$ cat config.mk
export PLATFORM = sky130hd
export DESIGN_NAME = pbarb_top
export DESIGN_NICKNAME = d
export VERILOG_FILES = /design/src/hw/pbarb_pkg.sv /design/src/hw/pbarb_top.sv
export SDC_FILE = /design/constraint.sdc
export NUM_CORES = 1
export LEC_CHECK = 0
export ABC_AREA = 1
export BUFFER_PORTS_ARGS = -buffer_cell sky130_fd_sc_hd__buf_2
export CAP_MARGIN = 20
export CORE_MARGIN = 2
export CORE_UTILIZATION = 40
export DETAILED_ROUTE_END_ITERATION = 12
export HOLD_SLACK_MARGIN = 0.12
export PLACE_DENSITY_LB_ADDON = 0.3
export SLEW_MARGIN = 10
export SYNTH_ARGS = -nofsm -noshare
export SYNTH_HDL_FRONTEND = slang
export SYNTH_SLANG_ARGS = --single-unit
$ cat constraint.sdc
create_clock -name CLOCK_I -period 9.6 [get_ports CLOCK_I]
set_input_delay 1.92 -clock CLOCK_I [delete_from_list [all_inputs] [get_ports CLOCK_I]]
set_output_delay 1.92 -clock CLOCK_I [all_outputs]
set_load 0.02 [all_outputs]
$ cat src/hw/pbarb_pkg.sv
/*
  Package for the bridge arbitration block: register offsets, field
  positions, reset values, timing counts and state types.
  Assumes a single 100 MHz clock and synchronous active-high reset.
*/
package pbarb_pkg;
  // ************************************************************
  // Register map
  // ************************************************************
  localparam logic [7:0] SEC_ARB_CTRL_OFS = 8'h48;
  localparam logic [7:0] PREEMPT_CTRL_OFS = 8'h4C;
  localparam int PARK_BRIDGE_BIT = 1;
  localparam int ARB_DISABLE_BIT = 0;
  localparam int LEVEL_LSB = 8;
  localparam int PREEMPT_EN_LSB = 28;
  localparam int PREEMPT_TIME_LSB = 0;
  localparam logic [31:0] SEC_ARB_CTRL_RST = 32'h0000_0000;
  localparam logic [31:0] PREEMPT_CTRL_RST = 32'hF000_0000;
  localparam logic [3:0] PREEMPT_ON = 4'hF;
  // ************************************************************
  // Timing
  // ************************************************************
  localparam int CLK_PERIOD_NS = 10;
  localparam int RETRY_BACKOFF_CLKS = 2;
  localparam int IDLE_GRANT_CLKS = 16;
  localparam int NUM_REQ = 5;
  localparam int BRIDGE_IDX = 0;
  typedef enum logic [1:0] {
    PB_IDLE = 2'b00,
    PB_PARK = 2'b01,
    PB_XFER = 2'b10,
    PB_BACKOFF = 2'b11
  } pbarb_pstate_t;
endpackage : pbarb_pkg

$ cat src/hw/pbarb_top.sv
/*
  Bridge bus arbitration: primary request/grant/park control and the
  internal secondary arbiter with two-level rotation, preemption,
  idle-grant timeout and parking.
  Assumes pins synchronous to CLOCK_I; transaction engines outside
  report queue state, start acceptance and target terminations.
*/
`timescale 1ns/100ps
`default_nettype none
// What this block does
// - Hold primary request while upstream queue pending
// - Drop request two clocks after retry/disconnect/abort
// - Request only after transaction fully queued
// - Start primary transaction cycle after grant
// - Park primary only granted, unrequested, idle
// - Release primary AD/CBE/PAR after grant removal
// - Start from park if grant held last cycle
// - Drive parity one cycle after AD/CBE
// - Arbiter serves bridge plus four masters
// - Two-level rotating priority, programmable levels
// - Withdraw master grant after 16 idle unused cycles; bridge grant exempt
// - Idle bus: gap cycle between grants
// - Busy bus: grant swap same cycle allowed
// - Preemption switchable, enabled after reset
// - Time-to-preempt 0..64 clocks, reset zero
// - Preempt holder after waiter exceeds time
// - Park secondary at last master
// - After reset park secondary at bridge
// - Control bit forces parking at bridge
// - Internal arbiter can be disabled
// - Secondary reset floats grant outputs
module pbarb_top (
  // Clock and reset
  input wire logic CLOCK_I,
  input wire logic RST_I,
  // Configuration access
  input wire logic CFG_WR_I,
  input wire logic [7:0] CFG_ADDR_I,
  input wire logic [31:0] CFG_WDATA_I,
  output logic [31:0] CFG_RDATA_O,
  // Upstream queue and initiator engine
  input wire logic UP_PENDING_I,
  input wire logic UP_QUEUED_I,
  input wire logic UP_TERM_I,
  output logic UP_START_O,
  // Primary bus
  input wire logic UPSTREAM_GNT_N_I,
  input wire logic UPSTREAM_BUS_IDLE_I,
  output logic UPSTREAM_REQ_N_O,
  output logic UPSTREAM_FRAME_N_O,
  output logic UPSTREAM_AD_OE_O,
  output logic UPSTREAM_CMD_BYTE_EN_OE_O,
  output logic UPSTREAM_PARITY_OE_O,
  // Secondary bus
  input wire logic DOWNSTREAM_RST_I,
  input wire logic [3:0] DOWNSTREAM_REQ_N_I,
  input wire logic DOWNSTREAM_BRIDGE_REQ_I,
  input wire logic DOWNSTREAM_FRAME_N_I,
  input wire logic DOWNSTREAM_INITIATOR_READY_N_I,
  output logic [3:0] DOWNSTREAM_GNT_N_O,
  output logic [3:0] DOWNSTREAM_GNT_OE_O,
  output logic DOWNSTREAM_BRIDGE_GNT_O
);
  // ************************************************************
  // Configuration registers
  // ************************************************************
  logic [31:0] sec_ctrl_r;
  logic [31:0] pre_ctrl_r;
  wire wr_sec = CFG_WR_I && (CFG_ADDR_I == pbarb_pkg::SEC_ARB_CTRL_OFS);
  wire wr_pre = CFG_WR_I && (CFG_ADDR_I == pbarb_pkg::PREEMPT_CTRL_OFS);
  wire park_bridge = sec_ctrl_r[pbarb_pkg::PARK_BRIDGE_BIT];
  wire arb_off = sec_ctrl_r[pbarb_pkg::ARB_DISABLE_BIT];
  wire [4:0] level_hi = sec_ctrl_r[pbarb_pkg::LEVEL_LSB +: 5];
  wire preempt_en = (pre_ctrl_r[pbarb_pkg::PREEMPT_EN_LSB +: 4] == pbarb_pkg::PREEMPT_ON);
  wire [2:0] pre_sel = pre_ctrl_r[pbarb_pkg::PREEMPT_TIME_LSB +: 3];
  wire [6:0] pre_time = (pre_sel == 3'h0) ? 7'h00 : 7'(7'h01 << (pre_sel - 3'h1));
  always_ff @(posedge CLOCK_I) begin
    if (RST_I) begin
      sec_ctrl_r <= pbarb_pkg::SEC_ARB_CTRL_RST;
      pre_ctrl_r <= pbarb_pkg::PREEMPT_CTRL_RST;
    end else begin
      if (wr_sec) sec_ctrl_r <= CFG_WDATA_I;
      if (wr_pre) pre_ctrl_r <= CFG_WDATA_I;
    end
  end
  logic [31:0] rdata_r;
  wire [31:0] rdata_nxt = (CFG_ADDR_I == pbarb_pkg::SEC_ARB_CTRL_OFS) ? sec_ctrl_r :
                          (CFG_ADDR_I == pbarb_pkg::PREEMPT_CTRL_OFS) ? pre_ctrl_r : 32'h0;
  always_ff @(posedge CLOCK_I) begin
    if (RST_I) rdata_r <= 32'h0;
    else rdata_r <= rdata_nxt;
  end
  assign CFG_RDATA_O = rdata_r;
  // ************************************************************
  // Primary side
  // ************************************************************
  pbarb_pkg::pbarb_pstate_t pst_r, pst_nxt;
  logic [1:0] back_r;
  logic gnt_q_r;
  logic park_ad_r;
  logic par_r;
  wire gnt = !UPSTREAM_GNT_N_I;
  // Request only once fully queued, and not during backoff
  wire want = UP_PENDING_I && UP_QUEUED_I;
  wire req = want && (pst_r != pbarb_pkg::PB_BACKOFF);
  // Start the cycle after grant seen with request, or from park with grant held
  wire start = want && gnt && gnt_q_r && (pst_r == pbarb_pkg::PB_IDLE ||
               pst_r == pbarb_pkg::PB_PARK) && UPSTREAM_BUS_IDLE_I;
  wire park_ok = gnt && !req && UPSTREAM_BUS_IDLE_I;
  always_comb begin
    pst_nxt = pst_r;
    unique case (pst_r)
      pbarb_pkg::PB_IDLE,
      pbarb_pkg::PB_PARK: begin
        if (start) pst_nxt = pbarb_pkg::PB_XFER;
        else if (park_ok) pst_nxt = pbarb_pkg::PB_PARK;
        else pst_nxt = pbarb_pkg::PB_IDLE;
      end
      pbarb_pkg::PB_XFER: begin
        if (UP_TERM_I) pst_nxt = pbarb_pkg::PB_BACKOFF;
        else if (!want) pst_nxt = pbarb_pkg::PB_IDLE;
      end
      pbarb_pkg::PB_BACKOFF: begin
        if (back_r == 2'(pbarb_pkg::RETRY_BACKOFF_CLKS - 1)) pst_nxt = pbarb_pkg::PB_IDLE;
      end
    endcase
  end
  always_ff @(posedge CLOCK_I) begin
    if (RST_I) begin
      pst_r <= pbarb_pkg::PB_IDLE;
      back_r <= 2'h0;
      gnt_q_r <= 1'b0;
      park_ad_r <= 1'b0;
      par_r <= 1'b0;
    end else begin
      pst_r <= pst_nxt;
      back_r <= (pst_r == pbarb_pkg::PB_BACKOFF) ? 2'(back_r + 2'h1) : 2'h0;
      gnt_q_r <= gnt;
      park_ad_r <= (pst_nxt == pbarb_pkg::PB_PARK) && gnt;
      par_r <= park_ad_r && (pst_nxt == pbarb_pkg::PB_PARK) && gnt;
    end
  end
  assign UPSTREAM_REQ_N_O = !req;
  assign UP_START_O = start;
  assign UPSTREAM_FRAME_N_O = !start;
  assign UPSTREAM_AD_OE_O = park_ad_r;
  assign UPSTREAM_CMD_BYTE_EN_OE_O = park_ad_r;
  assign UPSTREAM_PARITY_OE_O = par_r;
  // ************************************************************
  // Secondary arbiter; index 0 is the bridge
  // ************************************************************
  localparam int N = pbarb_pkg::NUM_REQ;
  wire [N-1:0] rq = {~DOWNSTREAM_REQ_N_I, DOWNSTREAM_BRIDGE_REQ_I};
  wire sbusy = !DOWNSTREAM_FRAME_N_I || !DOWNSTREAM_INITIATOR_READY_N_I;
  wire sidle = !sbusy;
  logic [N-1:0] gnt_r;
  logic [2:0] last_hi_r, last_lo_r;
  logic [4:0] idle_cnt_r;
  logic [6:0] wait_r;
  logic started_r;
  // Fair rotation within each level: search from the one after the last winner
  function automatic logic [2:0] rr_pick(input logic [N-1:0] m, input logic [2:0] last);
    logic [2:0] idx;
    rr_pick = 3'h7;
    for (int k = N; k >= 1; k--) begin
      idx = 3'((int'(last) + k) % N);
      if (m[idx]) rr_pick = idx;
    end
  endfunction
  wire [2:0] pick_hi = rr_pick(rq & level_hi, last_hi_r);
  wire [2:0] pick_lo = rr_pick(rq & ~level_hi, last_lo_r);
  wire [2:0] winner = (pick_hi != 3'h7) ? pick_hi : pick_lo;
  wire [N-1:0] win_oh = (winner == 3'h7) ? '0 : N'(1 << winner);
  wire others = |(rq & ~gnt_r);
  wire holder_req = |(rq & gnt_r);
  wire timeout = sidle && (idle_cnt_r == 5'(pbarb_pkg::IDLE_GRANT_CLKS - 1)) && !gnt_r[0];
  wire preempt = preempt_en && others && (wait_r >= pre_time);
  wire [N-1:0] bridge_oh = N'(1 << pbarb_pkg::BRIDGE_IDX);
  logic [N-1:0] gnt_nxt;
  always_comb begin
    gnt_nxt = gnt_r;
    // Forced park still honours the idle-bus gap before the bridge grant
    if (park_bridge && !others) begin
      gnt_nxt = (sidle && gnt_r != '0 && gnt_r != bridge_oh) ? '0 : bridge_oh;
    end
    else if (gnt_r == '0) gnt_nxt = sidle && win_oh != '0 ? win_oh :
                                   (!started_r ? bridge_oh : '0);
    else if (timeout || (others && (!holder_req || preempt))) begin
      // Busy bus: swap in one cycle; idle bus: leave a gap cycle
      gnt_nxt = sbusy ? win_oh : '0;
    end
    // Otherwise keep the last master parked
  end
  always_ff @(posedge CLOCK_I) begin
    if (RST_I || DOWNSTREAM_RST_I) begin
      gnt_r <= 5'h01;
      last_hi_r <= 3'h0;
      last_lo_r <= 3'h0;
      idle_cnt_r <= 5'h0;
      wait_r <= 7'h0;
      started_r <= 1'b0;
    end else begin
      gnt_r <= gnt_nxt;
      if ((gnt_nxt & ~gnt_r) != '0 && winner != 3'h7) begin
        if (level_hi[winner]) last_hi_r <= winner;
        else last_lo_r <= winner;
      end
      // Bridge grant is exempt, so its parked time must not run the counter
      idle_cnt_r <= (gnt_nxt == gnt_r && sidle && gnt_r != '0 && !gnt_r[0]) ?
                    5'(idle_cnt_r + 5'h1) : 5'h0;
      wait_r <= (others && gnt_nxt == gnt_r && wait_r != 7'h7F) ? 7'(wait_r + 7'h1) : 7'h0;
      if (sbusy) started_r <= 1'b1;
    end
  end
  // Floated under secondary reset or when the external arbiter rules
  assign DOWNSTREAM_GNT_OE_O = (DOWNSTREAM_RST_I || arb_off) ? 4'h0 : 4'hF;
  assign DOWNSTREAM_GNT_N_O = ~gnt_r[N-1:1];
  assign DOWNSTREAM_BRIDGE_GNT_O = gnt_r[0] && !arb_off;
  // ************************************************************
  // Checks
  // ************************************************************
  AST_BACKOFF: assert property (@(posedge CLOCK_I) disable iff (RST_I)
    (pst_r == pbarb_pkg::PB_XFER && UP_TERM_I) |=> UPSTREAM_REQ_N_O [*2])
    else $error("Request not dropped for two clocks");
  AST_NOREQ_UNQUEUED: assert property (@(posedge CLOCK_I) disable iff (RST_I)
    !UP_QUEUED_I |-> UPSTREAM_REQ_N_O)
    else $error("Request before queueing complete");
  AST_PAR_LATE: assert property (@(posedge CLOCK_I) disable iff (RST_I)
    $rose(UPSTREAM_PARITY_OE_O) |-> $past(UPSTREAM_AD_OE_O))
    else $error("Parity driven before AD");
  AST_RELEASE: assert property (@(posedge CLOCK_I) disable iff (RST_I)
    UPSTREAM_GNT_N_I |=> !UPSTREAM_AD_OE_O)
    else $error("AD still driven after grant loss");
  AST_PARK_COND: assert property (@(posedge CLOCK_I) disable iff (RST_I)
    $rose(UPSTREAM_AD_OE_O) |-> $past(!UPSTREAM_GNT_N_I && UPSTREAM_BUS_IDLE_I))
    else $error("Parked without grant or idle bus");
  AST_GAP: assert property (@(posedge CLOCK_I) disable iff (RST_I || DOWNSTREAM_RST_I)
    (sidle && gnt_r != '0 && gnt_nxt != gnt_r) |-> gnt_nxt == '0)
    else $error("Grant swapped on idle bus");
  AST_ONEHOT: assert property (@(posedge CLOCK_I) disable iff (RST_I)
    $onehot0(gnt_r))
    else $error("More than one secondary grant");
  AST_TIMEOUT: assert property (@(posedge CLOCK_I) disable iff (RST_I || DOWNSTREAM_RST_I)
    idle_cnt_r <= 5'(pbarb_pkg::IDLE_GRANT_CLKS - 1))
    else $error("Idle grant held past sixteen");
  AST_FLOAT: assert property (@(posedge CLOCK_I)
    DOWNSTREAM_RST_I |-> DOWNSTREAM_GNT_OE_O == 4'h0)
    else $error("Grant driven during secondary reset");
  // ************************************************************
  // Primary request and parking checks
  // ************************************************************
  // A start must ride on a grant seen on two edges in a row

  AST_START_GNT: assert property (@(posedge CLOCK_I) disable iff (RST_I)
    UP_START_O |-> (!UPSTREAM_GNT_N_I && $past(!UPSTREAM_GNT_N_I)))
    else $error("Start without a held grant");

  AST_REQ_HOLD: assert property (@(posedge CLOCK_I) disable iff (RST_I)
    (UP_PENDING_I && UP_QUEUED_I && pst_r != pbarb_pkg::PB_BACKOFF) |-> !UPSTREAM_REQ_N_O)
    else $error("Request dropped while work pending");

  AST_PARK_GNT: assert property (@(posedge CLOCK_I) disable iff (RST_I)
    UPSTREAM_AD_OE_O |-> $past(!UPSTREAM_GNT_N_I))
    else $error("Parked without a grant");

  AST_START_PARK: assert property (@(posedge CLOCK_I) disable iff (RST_I)
    (UP_START_O && pst_r == pbarb_pkg::PB_PARK) |-> $past(!UPSTREAM_GNT_N_I))
    else $error("Start from park without grant last cycle");

  // ************************************************************
  // Secondary arbiter checks
  // ************************************************************
  // Parking must hold steady, or an idle bus would see grants wander

  AST_PARK_HOLD: assert property (@(posedge CLOCK_I) disable iff (RST_I || DOWNSTREAM_RST_I)
    (gnt_r != '0 && rq == '0 && !timeout && !park_bridge) |=> gnt_r == $past(gnt_r))
    else $error("Parked grant moved without a request");

  AST_FORCE_PARK: assert property (@(posedge CLOCK_I) disable iff (RST_I || DOWNSTREAM_RST_I)
    (park_bridge && !others && gnt_r == bridge_oh) |=> gnt_r == bridge_oh)
    else $error("Forced park left the bridge");

  AST_ARB_OFF: assert property (@(posedge CLOCK_I) disable iff (RST_I)
    arb_off |-> (DOWNSTREAM_GNT_OE_O == 4'h0 && !DOWNSTREAM_BRIDGE_GNT_O))
    else $error("Grant driven with arbiter disabled");

  AST_PREEMPT_OFF: assert property (@(posedge CLOCK_I) disable iff (RST_I || DOWNSTREAM_RST_I)
    (!preempt_en && others && holder_req && !timeout && !park_bridge && gnt_r != '0)
    |=> gnt_r == $past(gnt_r))
    else $error("Holder preempted with preemption off");

  // Busy-bus swap is the only way one grant may replace another directly
  COV_SWAP_BUSY: cover property (@(posedge CLOCK_I) disable iff (RST_I)
    sbusy && gnt_r != '0 && gnt_nxt != '0 && gnt_nxt != gnt_r);
  COV_START: cover property (@(posedge CLOCK_I) disable iff (RST_I) UP_START_O);
  COV_PARK: cover property (@(posedge CLOCK_I) disable iff (RST_I) UPSTREAM_PARITY_OE_O);
  COV_PREEMPT: cover property (@(posedge CLOCK_I) disable iff (RST_I) preempt && sbusy);
  COV_TIMEOUT: cover property (@(posedge CLOCK_I) disable iff (RST_I) timeout);
endmodule : pbarb_top
`default_nettype wire

==> impl_metrics.json <==
{
  "vias": 7897,
  "hold_path_class": "reg -> reg",
  "h-tree-depth": 4,
  "clkTransAtPathRegs_ns": 0.06,
  "grt.total_usage_pct": 18.1,
  "numCtsBuffers": 17,
  "path_class": "reg -> reg",
  "row_count": 53,
  "drc_errors": 0,
  "worstMarginPinSlew_ns": 0.958,
  "peakVddDrop_mv": 0.137,
  "final_area_um2": 9760,
  "yosys_warnings": 0,
  "hold_viol": 0,
  "p_leak_nw": 4.48,
  "multi_input_comb_area_um2": 4890,
  "finalMaxSlewViolations": 0,
  "outcome": "complete, no violations",
  "cts-resized-gates": 0,
  "finalCriticalPeriod_ns": 6.23,
  "grt_max_degree": 61,
  "die_h_um": 149,
  "start_util_pct": 40.5,
  "cp_max_fo": 18,
  "ys_seq_area_share_pct": 30.1,
  "area_delta_synth_final_pct": 15.4,
  "drt_iter0_markers": 405,
  "timing.max_cap.violations": 0,
  "slowest_stage": "dfxtp_1",
  "grt_pass1_vias": 7330,
  "dpl_cell_area_um2": 9200,
  "synthCells": 1250,
  "cp_common_cell": "nand2_1",
  "grt-ovfl-total": 0,
  "grt_pass1_wl_um": 33300,
  "end_kind": "register",
  "avgRoutedWirePerCell_um": 12.3,
  "critPathMaxStageDelay_ns": 0.74,
  "antenna_found_initial": 5,
  "maxSlewHeadroom_pct": 35.5,
  "cts.sinks": 127,
  "vias_per_cell": 4.86,
  "total_power_mw": 2.25,
  "cts_tree": "done",
  "cts_buffer_depth": 2,
  "final-seq-area_um2": 2540,
  "hpwl_um": 14800,
  "ant_nets": 0,
  "post_cts_buffers": 0,
  "placeableCoreArea_um2": 20900,
  "synthDistinctLibCells": 50,
  "syn_area_um2": 8460,
  "io_buffers": 102,
  "worstPathArrival_ns": 6.55,
  "firstDrtPassIters": 5,
  "finClkSkew_ns": 0.00900,
  "fill_cells": 2144,
  "fmax_mhz": 161,
  "clock-root-buffer": "clkbuf_16",
  "critPathRequiredTime_ns": 9.92,
  "fin_crit_sh_pct": 64.9,
  "die-area_um2": 22300,
  "io_pins": 103,
  "synthesis.area_per_instance_um2": 6.77,
  "syn-num-nets": 1378,
  "totalWireLength_um": 19900,
  "cellPowerDensity_nw_per_um2": 230,
  "synth_seq_cells": 127,
  "fin_setup_tns_ns": 0,
  "place.gp.congestion": 0.864,
  "die_w_um": 149,
  "postCtsHoldBufs": 0,
  "drive_above_1_share_pct": 16.2,
  "cp-start-kind": "register",
  "setup_viol": 0,
  "grt_setup_unrepaired": "false",
  "clk-insertion-delay-late_ns": 0.40,
  "fin_nets": 1464
}
[cells by family after synthesis]
family | count (synthesis) | synth area share, %
AND/OR/NAND/NOR | 518 | 28.7
buffers and inverters | 271 | 12.3
flip-flops | 127 | 30.1
AO/OA/AOI/OAI | 248 | 16.6
XOR/XNOR | 14 | 1.72
adder cells (fa/ha/maj) | 72 | 10.7
[sequential cells by signal, summed over array words and instances, names as in the netlist, 2 cells and up]
register and flops:
pst_r 2, wait_r 7, sec_ctrl_r 32, back_r 2
idle_cnt_r 5, pre_ctrl_r 32, last_hi_r 3, CFG_RDATA_O 32
gnt_r 5, last_lo_r 3
[area by class of cell]
cell class | instances | area share (%)
Multi-Input combinational cell | 852 | 50.1
Sequential cell | 127 | 26.0
Inverter | 230 | 8.87
Timing Repair Buffer | 108 | 5.69
Clock buffer | 17 | 4.36
Tap cell | 275 | 3.52
Clock inverter | 14 | 1.38
Antenna cell | 3 | 0.0769
[routing by layer]
metal	up-vias	wire length, µm	GRT usage (%)
li1	4191	-	-
met1	3542	9350	22.3
met2	134	9350	31.2
met3	26	902	4.42
met4	4	306	5.14
met5	-	21	0
[through the flow]
| step | std cells | util, % | hold slack [ns] | setup slack (ns) |
|---|---|---|---|---|
| 2_1_floorplan | 1250 | - | 0.408 | 4.48 |
| 3_3_place_gp | 1592 | 44.0 | 0.418 | 3.66 |
| 3_5_place_dp | 1592 | 44.0 | 0.436 | 3.41 |
| 4_1_cts | 1623 | 46.7 | 0.444 | 3.39 |
| 5_1_grt | 1624 | 46.7 | 0.466 | 2.63 |
| 6_report | 1626 | 46.7 | 0.432 | 3.37 |
[where the power goes]
group / internal (mW) / switching, mW / total, mW
registers: 0.543 / 0.0208 / 0.564
logic: 0.374 / 0.707 / 1.08
clock network: 0.358 / 0.244 / 0.603
[final timing paths]
check,startpoint,end,slack [ns],cells after the start
setup reg to reg,last_lo_r[0]$_SDFFE_PP0P_,wait_r[3]$_SDFF_PP0_,3.37,36
setup / recovery,last_lo_r[0]$_SDFFE_PP0P_,wait_r[3]$_SDFF_PP0_,3.37,36
hold reg to reg,back_r[0]$_SDFF_PP0_,back_r[0]$_SDFF_PP0_,0.43,1
hold / removal,back_r[0]$_SDFF_PP0_,back_r[0]$_SDFF_PP0_,0.43,1
[cell usage in the layout (no fill, tap or decap), drive strengths merged, types with 17 or more instances in the layout]
cell type,synthesis,routed
nand2,248,248
clkbuf,36,17
buf,5,108
dfxtp,127,127
inv,227,231
a21oi,88,88
o22ai,35,35
ha,71,71
nor2,123,123
o21ai,103,103
nand3,104,104
[synth_stat cells (all sizes together)]
library cell	n	area share (%)
clkinv	3	0.13
o21bai	1	0.089
xnor2	2	0.21
nand2	248	12
a31oi	1	0.074
clkbuf	36	1.6
xor2	12	1.5
inv	227	10
nor3	8	0.59
fa	1	0.24
nor4	3	0.22
or2	4	0.30
a21boi	5	0.58
and2	3	0.25
o2111ai	1	0.10
o21a	6	0.53
nor2	123	5.6
nand3	104	7.0
o211ai	5	0.44
a31o	1	0.10
nand3b	9	0.95
buf	5	0.44
nand4	12	0.96
nor3b	4	0.35
ha	71	11
a21oi	88	5.5
o21ai	103	6.3
dfxtp	127	30
a2111oi	2	0.21
o22ai	35	2.6
[worst max-delay path: cells and delay by family (launching register included)]
| family | cells | cell delay [ns] |
|---|---|---|
| and+or+nand+nor | 24 | 2.40 |
| adders and majority gates | 4 | 1.31 |
| buffers and inverters | 5 | 0.92 |
| DFF | 1 | 0.74 |
| AOI/OAI and AO/OA | 2 | 0.54 |
| xor gates and xnor gates | 1 | 0.25 |
No activity file was read; power rests on OpenSTA's default activity.
